$ cat config.mk
export PLATFORM = sky130hd
export DESIGN_NAME = lspt_top
export DESIGN_NICKNAME = d
export VERILOG_FILES = /design/src/core/lspt_pkg.sv /design/src/core/lspt_us_tick.sv /design/src/core/lspt_slot_seq.sv /design/src/core/lspt_top.sv
export SDC_FILE = /design/constraint.sdc
export NUM_CORES = 1
export LEC_CHECK = 0
export BUFFER_PORTS_ARGS = -buffer_cell sky130_fd_sc_hd__buf_2
export CAP_MARGIN = 20
export CORE_UTILIZATION = 46
export DETAILED_ROUTE_END_ITERATION = 8
export PLACE_DENSITY = 0.72
export SLEW_MARGIN = 20
export SYNTH_ARGS = -nofsm -noshare
export SYNTH_HDL_FRONTEND = slang
export SYNTH_HIERARCHICAL = 1
export SYNTH_SLANG_ARGS = --single-unit
export TNS_END_PERCENT = 10
$ cat constraint.sdc
create_clock -name pclk -period 6.3 [get_ports pclk]
set_input_delay 1.26 -clock pclk [delete_from_list [all_inputs] [get_ports pclk]]
set_output_delay 1.26 -clock pclk [all_outputs]
set_load 0.03 [all_outputs]
$ cat src/core/lspt_pkg.sv
// shared constants and types of the led slot pulse timing block
package lspt_pkg;

	// register indices; byte address is four times the index
	localparam logic [7:0] IDX_TRIM = 8'h25;
	localparam logic [7:0] IDX_SHAPE_A = 8'h30;
	localparam logic [7:0] IDX_TRAIN_A = 8'h31;
	localparam logic [7:0] IDX_LIGHT_OFF = 8'h34;
	localparam logic [7:0] IDX_SHAPE_B = 8'h35;
	localparam logic [7:0] IDX_TRAIN_B = 8'h36;
	localparam logic [7:0] IDX_GLOBAL = 8'h3C;
	localparam logic [7:0] IDX_SLOT_CTRL = 8'h3E;

	// storage slots of the register file
	localparam int NUM_REGS = 7;
	localparam logic [2:0] RS_TRIM = 3'h0;
	localparam logic [2:0] RS_SHAPE_A = 3'h1;
	localparam logic [2:0] RS_TRAIN_A = 3'h2;
	localparam logic [2:0] RS_LIGHT_OFF = 3'h3;
	localparam logic [2:0] RS_SHAPE_B = 3'h4;
	localparam logic [2:0] RS_TRAIN_B = 3'h5;
	localparam logic [2:0] RS_GLOBAL = 3'h6;

	localparam logic [NUM_REGS-1:0][15:0] REG_RESET = {
		16'h3006, 16'h0818, 16'h0320, 16'h0000, 16'h0818, 16'h0320, 16'h630C
	};

	// field layout
	localparam int TRIM_W = 5;
	localparam int TRIM1_LSB = 0;
	localparam int TRIM2_LSB = 6;
	localparam int TRIM3_LSB = 11;
	localparam int WIDTH_LSB = 8;
	localparam int WIDTH_W = 5;
	localparam int DELAY_LSB = 0;
	localparam int COUNT_LSB = 8;
	localparam int PERIOD_LSB = 0;
	localparam int BYTE_W = 8;
	localparam int OFF_A_BIT = 8;
	localparam int OFF_B_BIT = 9;
	localparam int CATHODE_BIT = 9;
	localparam int SLEEP_LSB = 3;
	localparam int SLEEP_W = 6;
	localparam int CHANNELS = 4;
	localparam int CTRL_A_BIT = 0;
	localparam int CTRL_B_BIT = 1;

	// timing: all slot figures are in 1 us steps
	localparam int STEP_NS = 1000;
	localparam int CLK_NS = 8;
	localparam int STEP_CYCLES = STEP_NS / CLK_NS;

	typedef struct packed {
		logic [BYTE_W-1:0] delay;
		logic [WIDTH_W-1:0] width;
		logic [BYTE_W-1:0] count;
		logic [BYTE_W-1:0] period;
	} lspt_cfg_s;

	typedef enum logic [1:0] {SEQ_IDLE, SEQ_DELAY, SEQ_PULSE} lspt_seq_e;

endpackage

$ cat src/core/lspt_us_tick.sv
// one-cycle tick every microsecond
module lspt_us_tick import lspt_pkg::*; #(
	parameter int CYCLES = STEP_CYCLES
) (
	input wire logic pclk,
	input wire logic presetn,
	output logic tick
);
	typedef struct packed {
		logic [7:0] cnt;
		logic tick;
	} lspt_tick_s;

	lspt_tick_s s, next_s;

	always_comb begin
		next_s = s;
		next_s.tick = 1'b0;
		if (s.cnt == 8'(CYCLES - 1)) begin
			next_s.cnt = 8'h00;
			next_s.tick = 1'b1;
		end else begin
			next_s.cnt = s.cnt + 8'h01;
		end
	end

	always_ff @(posedge pclk or negedge presetn) begin
		if (!presetn) begin
			s <= '0;
		end else begin
			s <= next_s;
		end
	end

	assign tick = s.tick;

	tick_spacing_a: assert property (@(posedge pclk) disable iff (!presetn)
		tick |=> !tick [*2]) else $error("tick repeated too soon");
endmodule

$ cat src/core/lspt_slot_seq.sv
// pulse train sequencer for one time slot
module lspt_slot_seq import lspt_pkg::*; (
	input wire logic pclk,
	input wire logic presetn,
	input wire logic tick,
	input wire logic start,
	input wire lspt_cfg_s cfg,
	input wire logic light_off,
	output logic busy,
	output logic light
);
	typedef struct packed {
		lspt_seq_e st;
		lspt_cfg_s cfg;
		logic [7:0] us;
		logic [7:0] done;
		logic busy;
		logic light;
	} lspt_seq_s;

	lspt_seq_s s, next_s;

	always_comb begin
		next_s = s;
		unique case (s.st)
			SEQ_IDLE: begin
				// settings are latched so a mid-slot write cannot tear the train
				if (start && cfg.count != 8'h00) begin
					next_s.cfg = cfg;
					next_s.us = 8'h00;
					next_s.done = 8'h00;
					next_s.st = (cfg.delay == 8'h00) ? SEQ_PULSE : SEQ_DELAY;
				end
			end
			SEQ_DELAY: begin
				if (tick) begin
					if (s.us + 8'h01 >= s.cfg.delay) begin
						next_s.us = 8'h00;
						next_s.st = SEQ_PULSE;
					end else begin
						next_s.us = s.us + 8'h01;
					end
				end
			end
			SEQ_PULSE: begin
				if (tick) begin
					if (s.us + 8'h01 >= s.cfg.period) begin
						next_s.us = 8'h00;
						next_s.done = s.done + 8'h01;
						if (s.done + 8'h01 >= s.cfg.count) begin
							next_s.st = SEQ_IDLE;
						end
					end else begin
						next_s.us = s.us + 8'h01;
					end
				end
			end
		endcase
		next_s.busy = next_s.st != SEQ_IDLE;
		// disable only gates the current; the slot keeps its timing
		next_s.light = next_s.st == SEQ_PULSE && next_s.us < 8'(next_s.cfg.width) && !light_off;
	end

	always_ff @(posedge pclk or negedge presetn) begin
		if (!presetn) begin
			s <= '{st: SEQ_IDLE, default: '0};
		end else begin
			s <= next_s;
		end
	end

	assign busy = s.busy;
	assign light = s.light;

	// helper: rising edges of light in the current slot
	logic [8:0] rises;
	logic light_d;
	always_ff @(posedge pclk or negedge presetn) begin
		if (!presetn) begin
			rises <= 9'h000;
			light_d <= 1'b0;
		end else begin
			light_d <= s.light;
			if (start && !s.busy) begin
				rises <= 9'h000;
			end else if (s.light && !light_d) begin
				rises <= rises + 9'h001;
			end
		end
	end

	light_in_slot_a: assert property (@(posedge pclk) disable iff (!presetn)
		light |-> busy) else $error("light outside slot");
	light_off_gate_a: assert property (@(posedge pclk) disable iff (!presetn)
		light_off |=> !light) else $error("light while disabled");
	pulse_total_a: assert property (@(posedge pclk) disable iff (!presetn)
		$fell(busy) && s.cfg.width != 5'h00 && s.cfg.width < 5'(s.cfg.period) && !light_off && !$past(light_off)
		|-> rises == {1'b0, s.cfg.count}) else $error("wrong pulse count");
	slot_start_a: assert property (@(posedge pclk) disable iff (!presetn)
		start && !busy && cfg.count != 8'h00 |=> busy) else $error("slot did not start");
endmodule

$ cat src/core/lspt_top.sv
// led slot pulse timing: apb registers, two slot sequencers, front end controls
//
// Operation
// - three 5-bit driver trims, reset 12
// - per-slot 5-bit pulse width, reset 3
// - per-slot 8-bit pulse delay, reset 32
// - per-slot 8-bit pulse count, reset 8
// - slot A 8-bit period, reset 24
// - slot B independent period, reset 24
// - slot B light off suppresses pulses
// - slot A light off suppresses pulses
// - light off keeps slot running
// - decode channel sleep select to channels
// - cathode bias select output bit
//
// Our own choice: the APB interface to the registers.
module lspt_top import lspt_pkg::*; #(
	parameter int ADDR_W = 12,
	parameter int TICK_CYCLES = STEP_CYCLES
) (
	input wire logic pclk,
	input wire logic presetn,
	input wire logic psel,
	input wire logic penable,
	input wire logic pwrite,
	input wire logic [ADDR_W-1:0] paddr,
	input wire logic [31:0] pwdata,
	output logic [31:0] prdata,
	output logic pready,
	output logic pslverr,
	output logic [TRIM_W-1:0] drv1_current_trim,
	output logic [TRIM_W-1:0] drv2_current_trim,
	output logic [TRIM_W-1:0] drv3_current_trim,
	output logic first_slot_busy,
	output logic second_slot_busy,
	output logic first_slot_light,
	output logic second_slot_light,
	output logic cathode_bias_high,
	output logic [CHANNELS-1:0] channel_sleep
);

	typedef struct packed {
		logic [NUM_REGS-1:0][15:0] regs;
		logic [31:0] prdata;
		logic pready;
		logic pslverr;
		logic start_a;
		logic start_b;
		logic cathode;
		logic [CHANNELS-1:0] sleep;
	} lspt_top_s;

	typedef struct packed {
		logic hit;
		logic ctrl;
		logic [2:0] slot;
	} lspt_dec_s;

	lspt_top_s s, next_s;
	lspt_dec_s dec;
	logic tick;
	logic busy_a, busy_b;
	lspt_cfg_s cfg_a, cfg_b;

	// word index to storage slot; misaligned byte addresses miss
	function automatic lspt_dec_s decode(input logic [ADDR_W-1:0] a);
		lspt_dec_s d;
		logic [7:0] idx;
		d = '{hit: 1'b1, ctrl: 1'b0, slot: RS_TRIM};
		idx = a[9:2];
		if (a[1:0] != 2'b00 || a[ADDR_W-1:10] != '0) begin
			d.hit = 1'b0;
		end else begin
			unique case (idx)
				IDX_TRIM: d.slot = RS_TRIM;
				IDX_SHAPE_A: d.slot = RS_SHAPE_A;
				IDX_TRAIN_A: d.slot = RS_TRAIN_A;
				IDX_LIGHT_OFF: d.slot = RS_LIGHT_OFF;
				IDX_SHAPE_B: d.slot = RS_SHAPE_B;
				IDX_TRAIN_B: d.slot = RS_TRAIN_B;
				IDX_GLOBAL: d.slot = RS_GLOBAL;
				IDX_SLOT_CTRL: d.ctrl = 1'b1;
				default: d.hit = 1'b0;
			endcase
		end
		return d;
	endfunction

	// channel 1 never sleeps; field bits 3..5 put channels 2..4 down
	function automatic logic [CHANNELS-1:0] sleep_map(input logic [15:0] g);
		logic [SLEEP_W-1:0] f;
		f = g[SLEEP_LSB +: SLEEP_W];
		return {f[5], f[4], f[3], 1'b0};
	endfunction

	function automatic lspt_cfg_s slot_cfg(input logic [15:0] shape, input logic [15:0] train);
		lspt_cfg_s c;
		c.delay = shape[DELAY_LSB +: BYTE_W];
		c.width = shape[WIDTH_LSB +: WIDTH_W];
		c.count = train[COUNT_LSB +: BYTE_W];
		c.period = train[PERIOD_LSB +: BYTE_W];
		return c;
	endfunction

	always_comb begin
		dec = decode(paddr);
	end

	always_comb begin
		next_s = s;
		next_s.start_a = 1'b0;
		next_s.start_b = 1'b0;
		next_s.pready = psel && !penable;
		next_s.pslverr = psel && !penable && !dec.hit;
		// read data is prepared in the setup cycle so pready can answer at once
		if (psel && !penable) begin
			next_s.prdata = 32'h0000_0000;
			if (dec.hit && dec.ctrl) begin
				next_s.prdata[CTRL_A_BIT] = busy_a;
				next_s.prdata[CTRL_B_BIT] = busy_b;
			end else if (dec.hit) begin
				next_s.prdata[15:0] = s.regs[dec.slot];
			end
		end
		if (psel && penable && s.pready && pwrite && dec.hit) begin
			if (dec.ctrl) begin
				next_s.start_a = pwdata[CTRL_A_BIT];
				next_s.start_b = pwdata[CTRL_B_BIT];
			end else begin
				// reserved bits are stored as written; keeping them is software's part
				next_s.regs[dec.slot] = pwdata[15:0];
			end
		end
		next_s.cathode = next_s.regs[RS_GLOBAL][CATHODE_BIT];
		next_s.sleep = sleep_map(next_s.regs[RS_GLOBAL]);
	end

	always_ff @(posedge pclk or negedge presetn) begin
		if (!presetn) begin
			s <= '{regs: REG_RESET, sleep: '0, default: '0};
		end else begin
			s <= next_s;
		end
	end

	always_comb begin
		cfg_a = slot_cfg(s.regs[RS_SHAPE_A], s.regs[RS_TRAIN_A]);
		cfg_b = slot_cfg(s.regs[RS_SHAPE_B], s.regs[RS_TRAIN_B]);
	end

	lspt_us_tick #(
		.CYCLES(TICK_CYCLES)
	) u_tick (
		.pclk(pclk),
		.presetn(presetn),
		.tick(tick)
	);

	lspt_slot_seq u_slot_a (
		.pclk(pclk),
		.presetn(presetn),
		.tick(tick),
		.start(s.start_a),
		.cfg(cfg_a),
		.light_off(s.regs[RS_LIGHT_OFF][OFF_A_BIT]),
		.busy(busy_a),
		.light(first_slot_light)
	);

	lspt_slot_seq u_slot_b (
		.pclk(pclk),
		.presetn(presetn),
		.tick(tick),
		.start(s.start_b),
		.cfg(cfg_b),
		.light_off(s.regs[RS_LIGHT_OFF][OFF_B_BIT]),
		.busy(busy_b),
		.light(second_slot_light)
	);

	assign prdata = s.prdata;
	assign pready = s.pready;
	assign pslverr = s.pslverr;
	assign drv1_current_trim = s.regs[RS_TRIM][TRIM1_LSB +: TRIM_W];
	assign drv2_current_trim = s.regs[RS_TRIM][TRIM2_LSB +: TRIM_W];
	assign drv3_current_trim = s.regs[RS_TRIM][TRIM3_LSB +: TRIM_W];
	assign first_slot_busy = busy_a;
	assign second_slot_busy = busy_b;
	assign cathode_bias_high = s.cathode;
	assign channel_sleep = s.sleep;

	apb_answer_a: assert property (@(posedge pclk) disable iff (!presetn)
		psel && !penable |=> pready ##1 !pready) else $error("apb answer timing");
	unmapped_error_a: assert property (@(posedge pclk) disable iff (!presetn)
		psel && !penable && !decode(paddr).hit |=> pslverr) else $error("unmapped access not flagged");
	period_write_a: assert property (@(posedge pclk) disable iff (!presetn)
		psel && penable && pready && pwrite && paddr == ADDR_W'({IDX_TRAIN_B, 2'b00})
		|=> s.regs[RS_TRAIN_B] == $past(pwdata[15:0])) else $error("slot b train not written");
	sleep_decode_a: assert property (@(posedge pclk) disable iff (!presetn)
		s.regs[RS_GLOBAL][SLEEP_LSB +: SLEEP_W] == 6'h38 |-> channel_sleep == 4'hE) else $error("sleep decode");
	awake_decode_a: assert property (@(posedge pclk) disable iff (!presetn)
		s.regs[RS_GLOBAL][SLEEP_LSB +: SLEEP_W] == 6'h00 |-> channel_sleep == 4'h0) else $error("channels not awake");
	cathode_follow_a: assert property (@(posedge pclk) disable iff (!presetn)
		cathode_bias_high == s.regs[RS_GLOBAL][CATHODE_BIT]) else $error("cathode bias mismatch");
	trim_follow_a: assert property (@(posedge pclk) disable iff (!presetn)
		psel && penable && pready && pwrite && paddr == ADDR_W'({IDX_TRIM, 2'b00})
		|=> drv3_current_trim == $past(pwdata[15:11])) else $error("trim not applied");
	dark_slot_runs_a: assert property (@(posedge pclk) disable iff (!presetn)
		first_slot_busy && s.regs[RS_LIGHT_OFF][OFF_A_BIT] |=> !first_slot_light) else $error("slot a lit");

endmodule

# Word-level counts from Yosys, hierarchy flattened
# Cells that the tools add are included.
[word_totals]
register_bits = 243
output_inout_bits = 58
[classes]
addsub = 5
magnitude_cmp = 10
n_eq_ne = 21
muxes = 51
bitwise_logic = 1
n_reduce_logical = 37
[ops]
columns = ["cell", "n"]
rows = [
  ["$mux 106", 2],
  ["$bwmux 112", 1],
  ["$mux 47", 2],
  ["$mux 16", 5],
  ["$mux 8", 9],
  ["$eq 8x6->1 const B", 8],
  ["$bmux 16 s3", 1],
  ["$demux 16 s3", 1],
  ["$ge 8x8->1", 6],
  ["$pmux 8 s3", 2],
  ["$mux 21", 2],
  ["$add 8x1->8 const B", 5],
  ["$pmux 8 s2", 2],
  ["$mux 2", 15],
  ["$pmux 3 s6", 1],
  ["$logic_not 8->1", 2],
  ["$lt 8x5->1", 2],
  ["$reduce_bool 8->1", 2],
  ["$logic_and 1x1->1", 14],
  ["$mux 14", 1],
  ["$pmux 2 s3", 2],
  ["$reduce_bool 2->1", 6],
  ["$eq 2x2->1 const B", 4],
  ["$eq 8x7->1 const B", 1],
  ["other kinds (14)", 29],
]

# Logic depth before layout (Yosys ltp)
[depth]
depth_word = 10
ltp_mapped = 18
depth_no_buf = 18

# Modules after synthesis
# The synthesis kept the hierarchy.
[by_module_without_submodules]
columns = ["mod", "instances", "cells_per_inst", "area_per_inst_um2"]
rows = [
  ["lspt_top", 1, 488, 6232.2],
  ["lspt_slot_seq at u_slot_a", 1, 317, 3111.7],
  ["lspt_slot_seq at u_slot_b", 1, 296, 3020.4],
  ["lspt_us_tick", 1, 41, 425.4],
]

# Worst setup path after synthesis
# Ideal clock, no wire load.
[synth_path]
kind = "reg2reg"
startpoint = "register u_slot_a/s[12] (netlist bit)"
endpoint = "register u_slot_a.s (netlist bit u_slot_a/light)"
setup_time_ps = 111
arrival_time_ps = 4128
required_ps = 6189
slack_ps = 2061
path_stages_with_launch = 17
period_less_slack_ps = 4239
cell_sequence = "dfrtp_1 -> clkbuf_1 -> nand3_1 -> nor2_1 -> xor2_1 -> ha_1 -> and3_1 -> o21ai_0 -> o311a_1 -> a22oi_2 -> nor3_2 -> a22o_1 -> ha_1 -> and4_1 -> a2111o_1 -> a221o_1 -> a2111oi_2"
[synth_rtl]
columns = ["item", "line_no", "rtl"]
rows = [
  ["start: declaration", "lspt_slot_seq.sv:21", "lspt_seq_s s, next_s;"],
  ["start signal: assignment", "lspt_slot_seq.sv:68", "s <= next_s;"],
]

==> metrics.md <==
| Metric | Value |
|---|---|
| EDFF count, synth | 0 |
| Post-CTS setup buffer count | 0 |
| Fmax | 203 MHz |
| YS warnings | 6 |
| Hold Path Stages | 2 |
| CP Data Required Time | 6720 ps |
| Synth area leaders | dfrtp_1 (42%), mux2_2 (13%), ha_1 (6.7%), dfstp_2 (4.5%), buf_4 (3.1%) |
| Layout cells sized above 1 | 26.3% |
| Worst r2r dst | u_slot_a/light |
| CTS tree | done |
| Worst skew pair latency | 530 ps |
| Ports | 107 |
| P per Cell Area | 221 mW/mm^2 |
| Cts hold-fix bufs | 0 |
| Die height | 169 um |
| Arrival @ worst endpoint | 5350 ps |
| Register bit total from synthesis | 239 |
| Largest area contributor in the netlist | dfrtp_1 |
| Asr flop ratio synth | 100% |
| R2R Path Start | u_slot_a/s[10] |
| RSZ-0062 raised after global routing | false |
| Root Driver | clkbuf_16 |
| Vias per std cell | 5.70 |
| Hold Vio Cnt, Final | 0 |
| Unique cell type count in the Yosys netlist | 86 |
| Number of detailed-route iterations in the first pass | 5 |
| Core footprint | 0.0271 sq mm |
| Most numerous cell in the Yosys netlist | dfrtp_1 |
| Die Area | 0.0285 sq mm |
| Vias in the first global route | 8575 |
| WL final | 29100 um |
| Post_cts resized | 0 |
| Final worst setup slack | 1370 ps |
| Final Skew | 10.1 ps |
| Min-Delay Path Class | reg2reg |
| Crit path from | u_slot_a/s[10] |
| Least-Margin Pin Slew | 1030 ps |
| Source of the worst hold timing path | cfg_a[6] |
| Max Slew Vio Count | 0 |
| CTS Buf Count | 26 |
| Initial core utilization | 47.2% |
| GR Overflow Total | 0 |
| CTS sink cnt | 239 |
| Status | finished clean |
| Final net count | 1294 |
| Final worst path period need | 4930 ps |
| Final setup viols | 0 |
| R2r worst-path depth | 15 |
| Area grow syn2layout | 9.85% |
| Clock H-tree levels | 1 |
| MaxCap Viol Count | 0 |
| Worst VDD drop | 0.176 mV |
| Crit Path Class | reg2reg |
| Pleak | 0.00695 uW |
| Post-synthesis sequential area ratio | 47.0% |
| Total negative setup slack | 0 ps |
| Setup crit start kind | flop |
| Routed length per instance | 18.5 um |
| Cells after Synth | 1142 |
| CP endpoint kind | flop |
| R2R setup slack | 1370 ps |
| Synth top area share | 42.5% |
| Main synth FF type | dfrtp_1 |
| Port bufs | 73 |
| Fin crit share | 78.2% |
| Placer Congestion | 0.901 |
| CP max FO | 7 |
| Starting DRT DRC Count | 869 |
| Initial antenna violation count | 1 |
| Register clock-pin slew on the reported worst setup and hold paths | 60 ps |
| Max Root-Sink Buffers | 3 |
| Min Hold Slack | 486 ps |
| First-pass GRT wire length | 46700 um |
| Antenna-violating nets left | 0 |
| Syn_area_per_cell | 11.2 sq um |
| DRC | 0 |
| HPWL Detailed | 20700 um |
| Max-Slew Margin vs Limit | 31.1% |
| Pre-CTS WS | 1380 ps |
| Cell row count | 60 |
| Worst Hold End | u_slot_a/s[24] |
| Routed via count | 8943 |
| Tot GR Track Use | 20.7% |
| Pin count of the biggest net entering global routing | 163 |
| Commonest cells post-synth | dfrtp_1 (217), mux2_2 (142), nand2_1 (83) |
| Mapped Area | 0.0128 sq mm |
| Die outline width | 169 um |
## state kept, by name, indices dropped and copies added (netlist names)
name               flops
drv2_current_trim      5
u_slot_a/busy          1
u_tick/s               8
s                     39
cfg_b                 29
u_slot_a/s            47
u_slot_b/light         1
u_slot_a/light         1
drv3_current_trim      5
pslverr                1
pready                 1
u_slot_b/busy          1
drv1_current_trim      5
cfg_a                 29
channel_sleep          2
u_tick/tick            1
prdata                16
u_slot_b/s            47
## worst max-delay path by stage
stage                                end  slack, ps  depth (start not counted)
after global routing      u_slot_a/light       1020                         16
final                     u_slot_a/light       1370                         15
after detailed placement  u_slot_a/light       1380                         16
after floorplan           u_slot_a/light       2060                         16
after global placement    u_slot_a/light       1480                         16
after CTS                 u_slot_a/light       1360                         16
## per-stage QoR
| step | cells | total power (uW) | util, % | area [sq um] |
|---|---|---|---|---|
| 3_5_place_dp | 1521 | 1650 | 48.7 | 13200 |
| 3_3_place_gp | 1521 | 1650 | 48.7 | 13200 |
| 5_1_grt | 1570 | 3200 | 51.8 | 14000 |
| 2_1_floorplan | 1158 | 1600 | - | 12800 |
| 4_1_cts | 1569 | 3130 | 51.8 | 14000 |
| 6_report | 1570 | 3110 | 51.8 | 14000 |
## report_power, final
group / internal [uW] / total, uW / leakage [uW] / switching [uW]
logic: 15.1 / 88.2 / 0.00329 / 73.0
clock network: 876 / 1480 / 0.000412 / 605
registers: 1540 / 1540 / 0.00324 / 0.463
## logic make-up (layout without fill, tap and decap cells)
kind of cell    after synthesis  in the layout  synth area share (%)
simple gates                258            258                  11.0
mux                         168            168                  14.7
buf+inv                     168            207                  6.69
flops                       239            239                  47.0
other cells                   1             18                0.0293
fa+ha+maj                    68             68                  6.65
compound gates              211            211                  12.0
xor+xnor                     29             29                  1.99
## final cells by class
type | instances | area [sq um]
diodes | 1 | 2.50
clock buffers | 42 | 771
clock inverters | 6 | 66.3
fillers | 2324 | 13100
inverters | 79 | 297
multi-input cells | 751 | 6000
flip-flops and latches | 239 | 6010
well taps | 372 | 465
repair buffers | 80 | 440
## layout by cell type (no fill, tap or decap), types with 5 or more instances in the layout
master	count
inv_1	78
buf_4	6
dfstp_2	22
o211ai_1	5
a21oi_1	13
and3_1	16
xnor2_1	16
nand2_1	83
a22o_1	19
nand2b_1	9
buf_2	72
mux2_2	142
o21ai_0	53
o41ai_1	11
nand4_1	12
o22ai_1	28
conb_1	17
xor2_1	13
mux2i_1	13
clkbuf_8	6
nor4_1	9
dfrtp_1	217
or4_1	7
clkbuf_1	10
nor2_1	36
a21o_1	8
nor2b_1	6
clkbuf_16	26
ha_1	68
mux2_1	12
a211oi_1	22
a31oi_1	6
and2_1	16
o21ai_1	5
nand3_1	24
## layer usage
layer  global-route usage [%]  wire length [um]  share of wire, %  vias up
li1                         -                 -                 -     4132
met1                     31.3             13900                48     4501
met2                     31.8             13000                45      271
met3                     2.64              1700               5.8       39
met4                     4.55               476               1.6        0
met5                        0                 0                 0        -
## worst max-delay path: stages, from the launching register on
cell       delay [ps]
dfrtp_1           490
nand3_1           260
nor2_1            280
xor2_1            390
ha_1              320
and3_1            200
o21ai_0           300
o311a_1           290
a22oi_2           130
nor3_2            370
a22o_1            260
ha_1              250
and4_1            230
a2111o_1          400
a221o_1           310
a2111oi_2         320
Note: power is estimated with default switching activity, not from simulation.
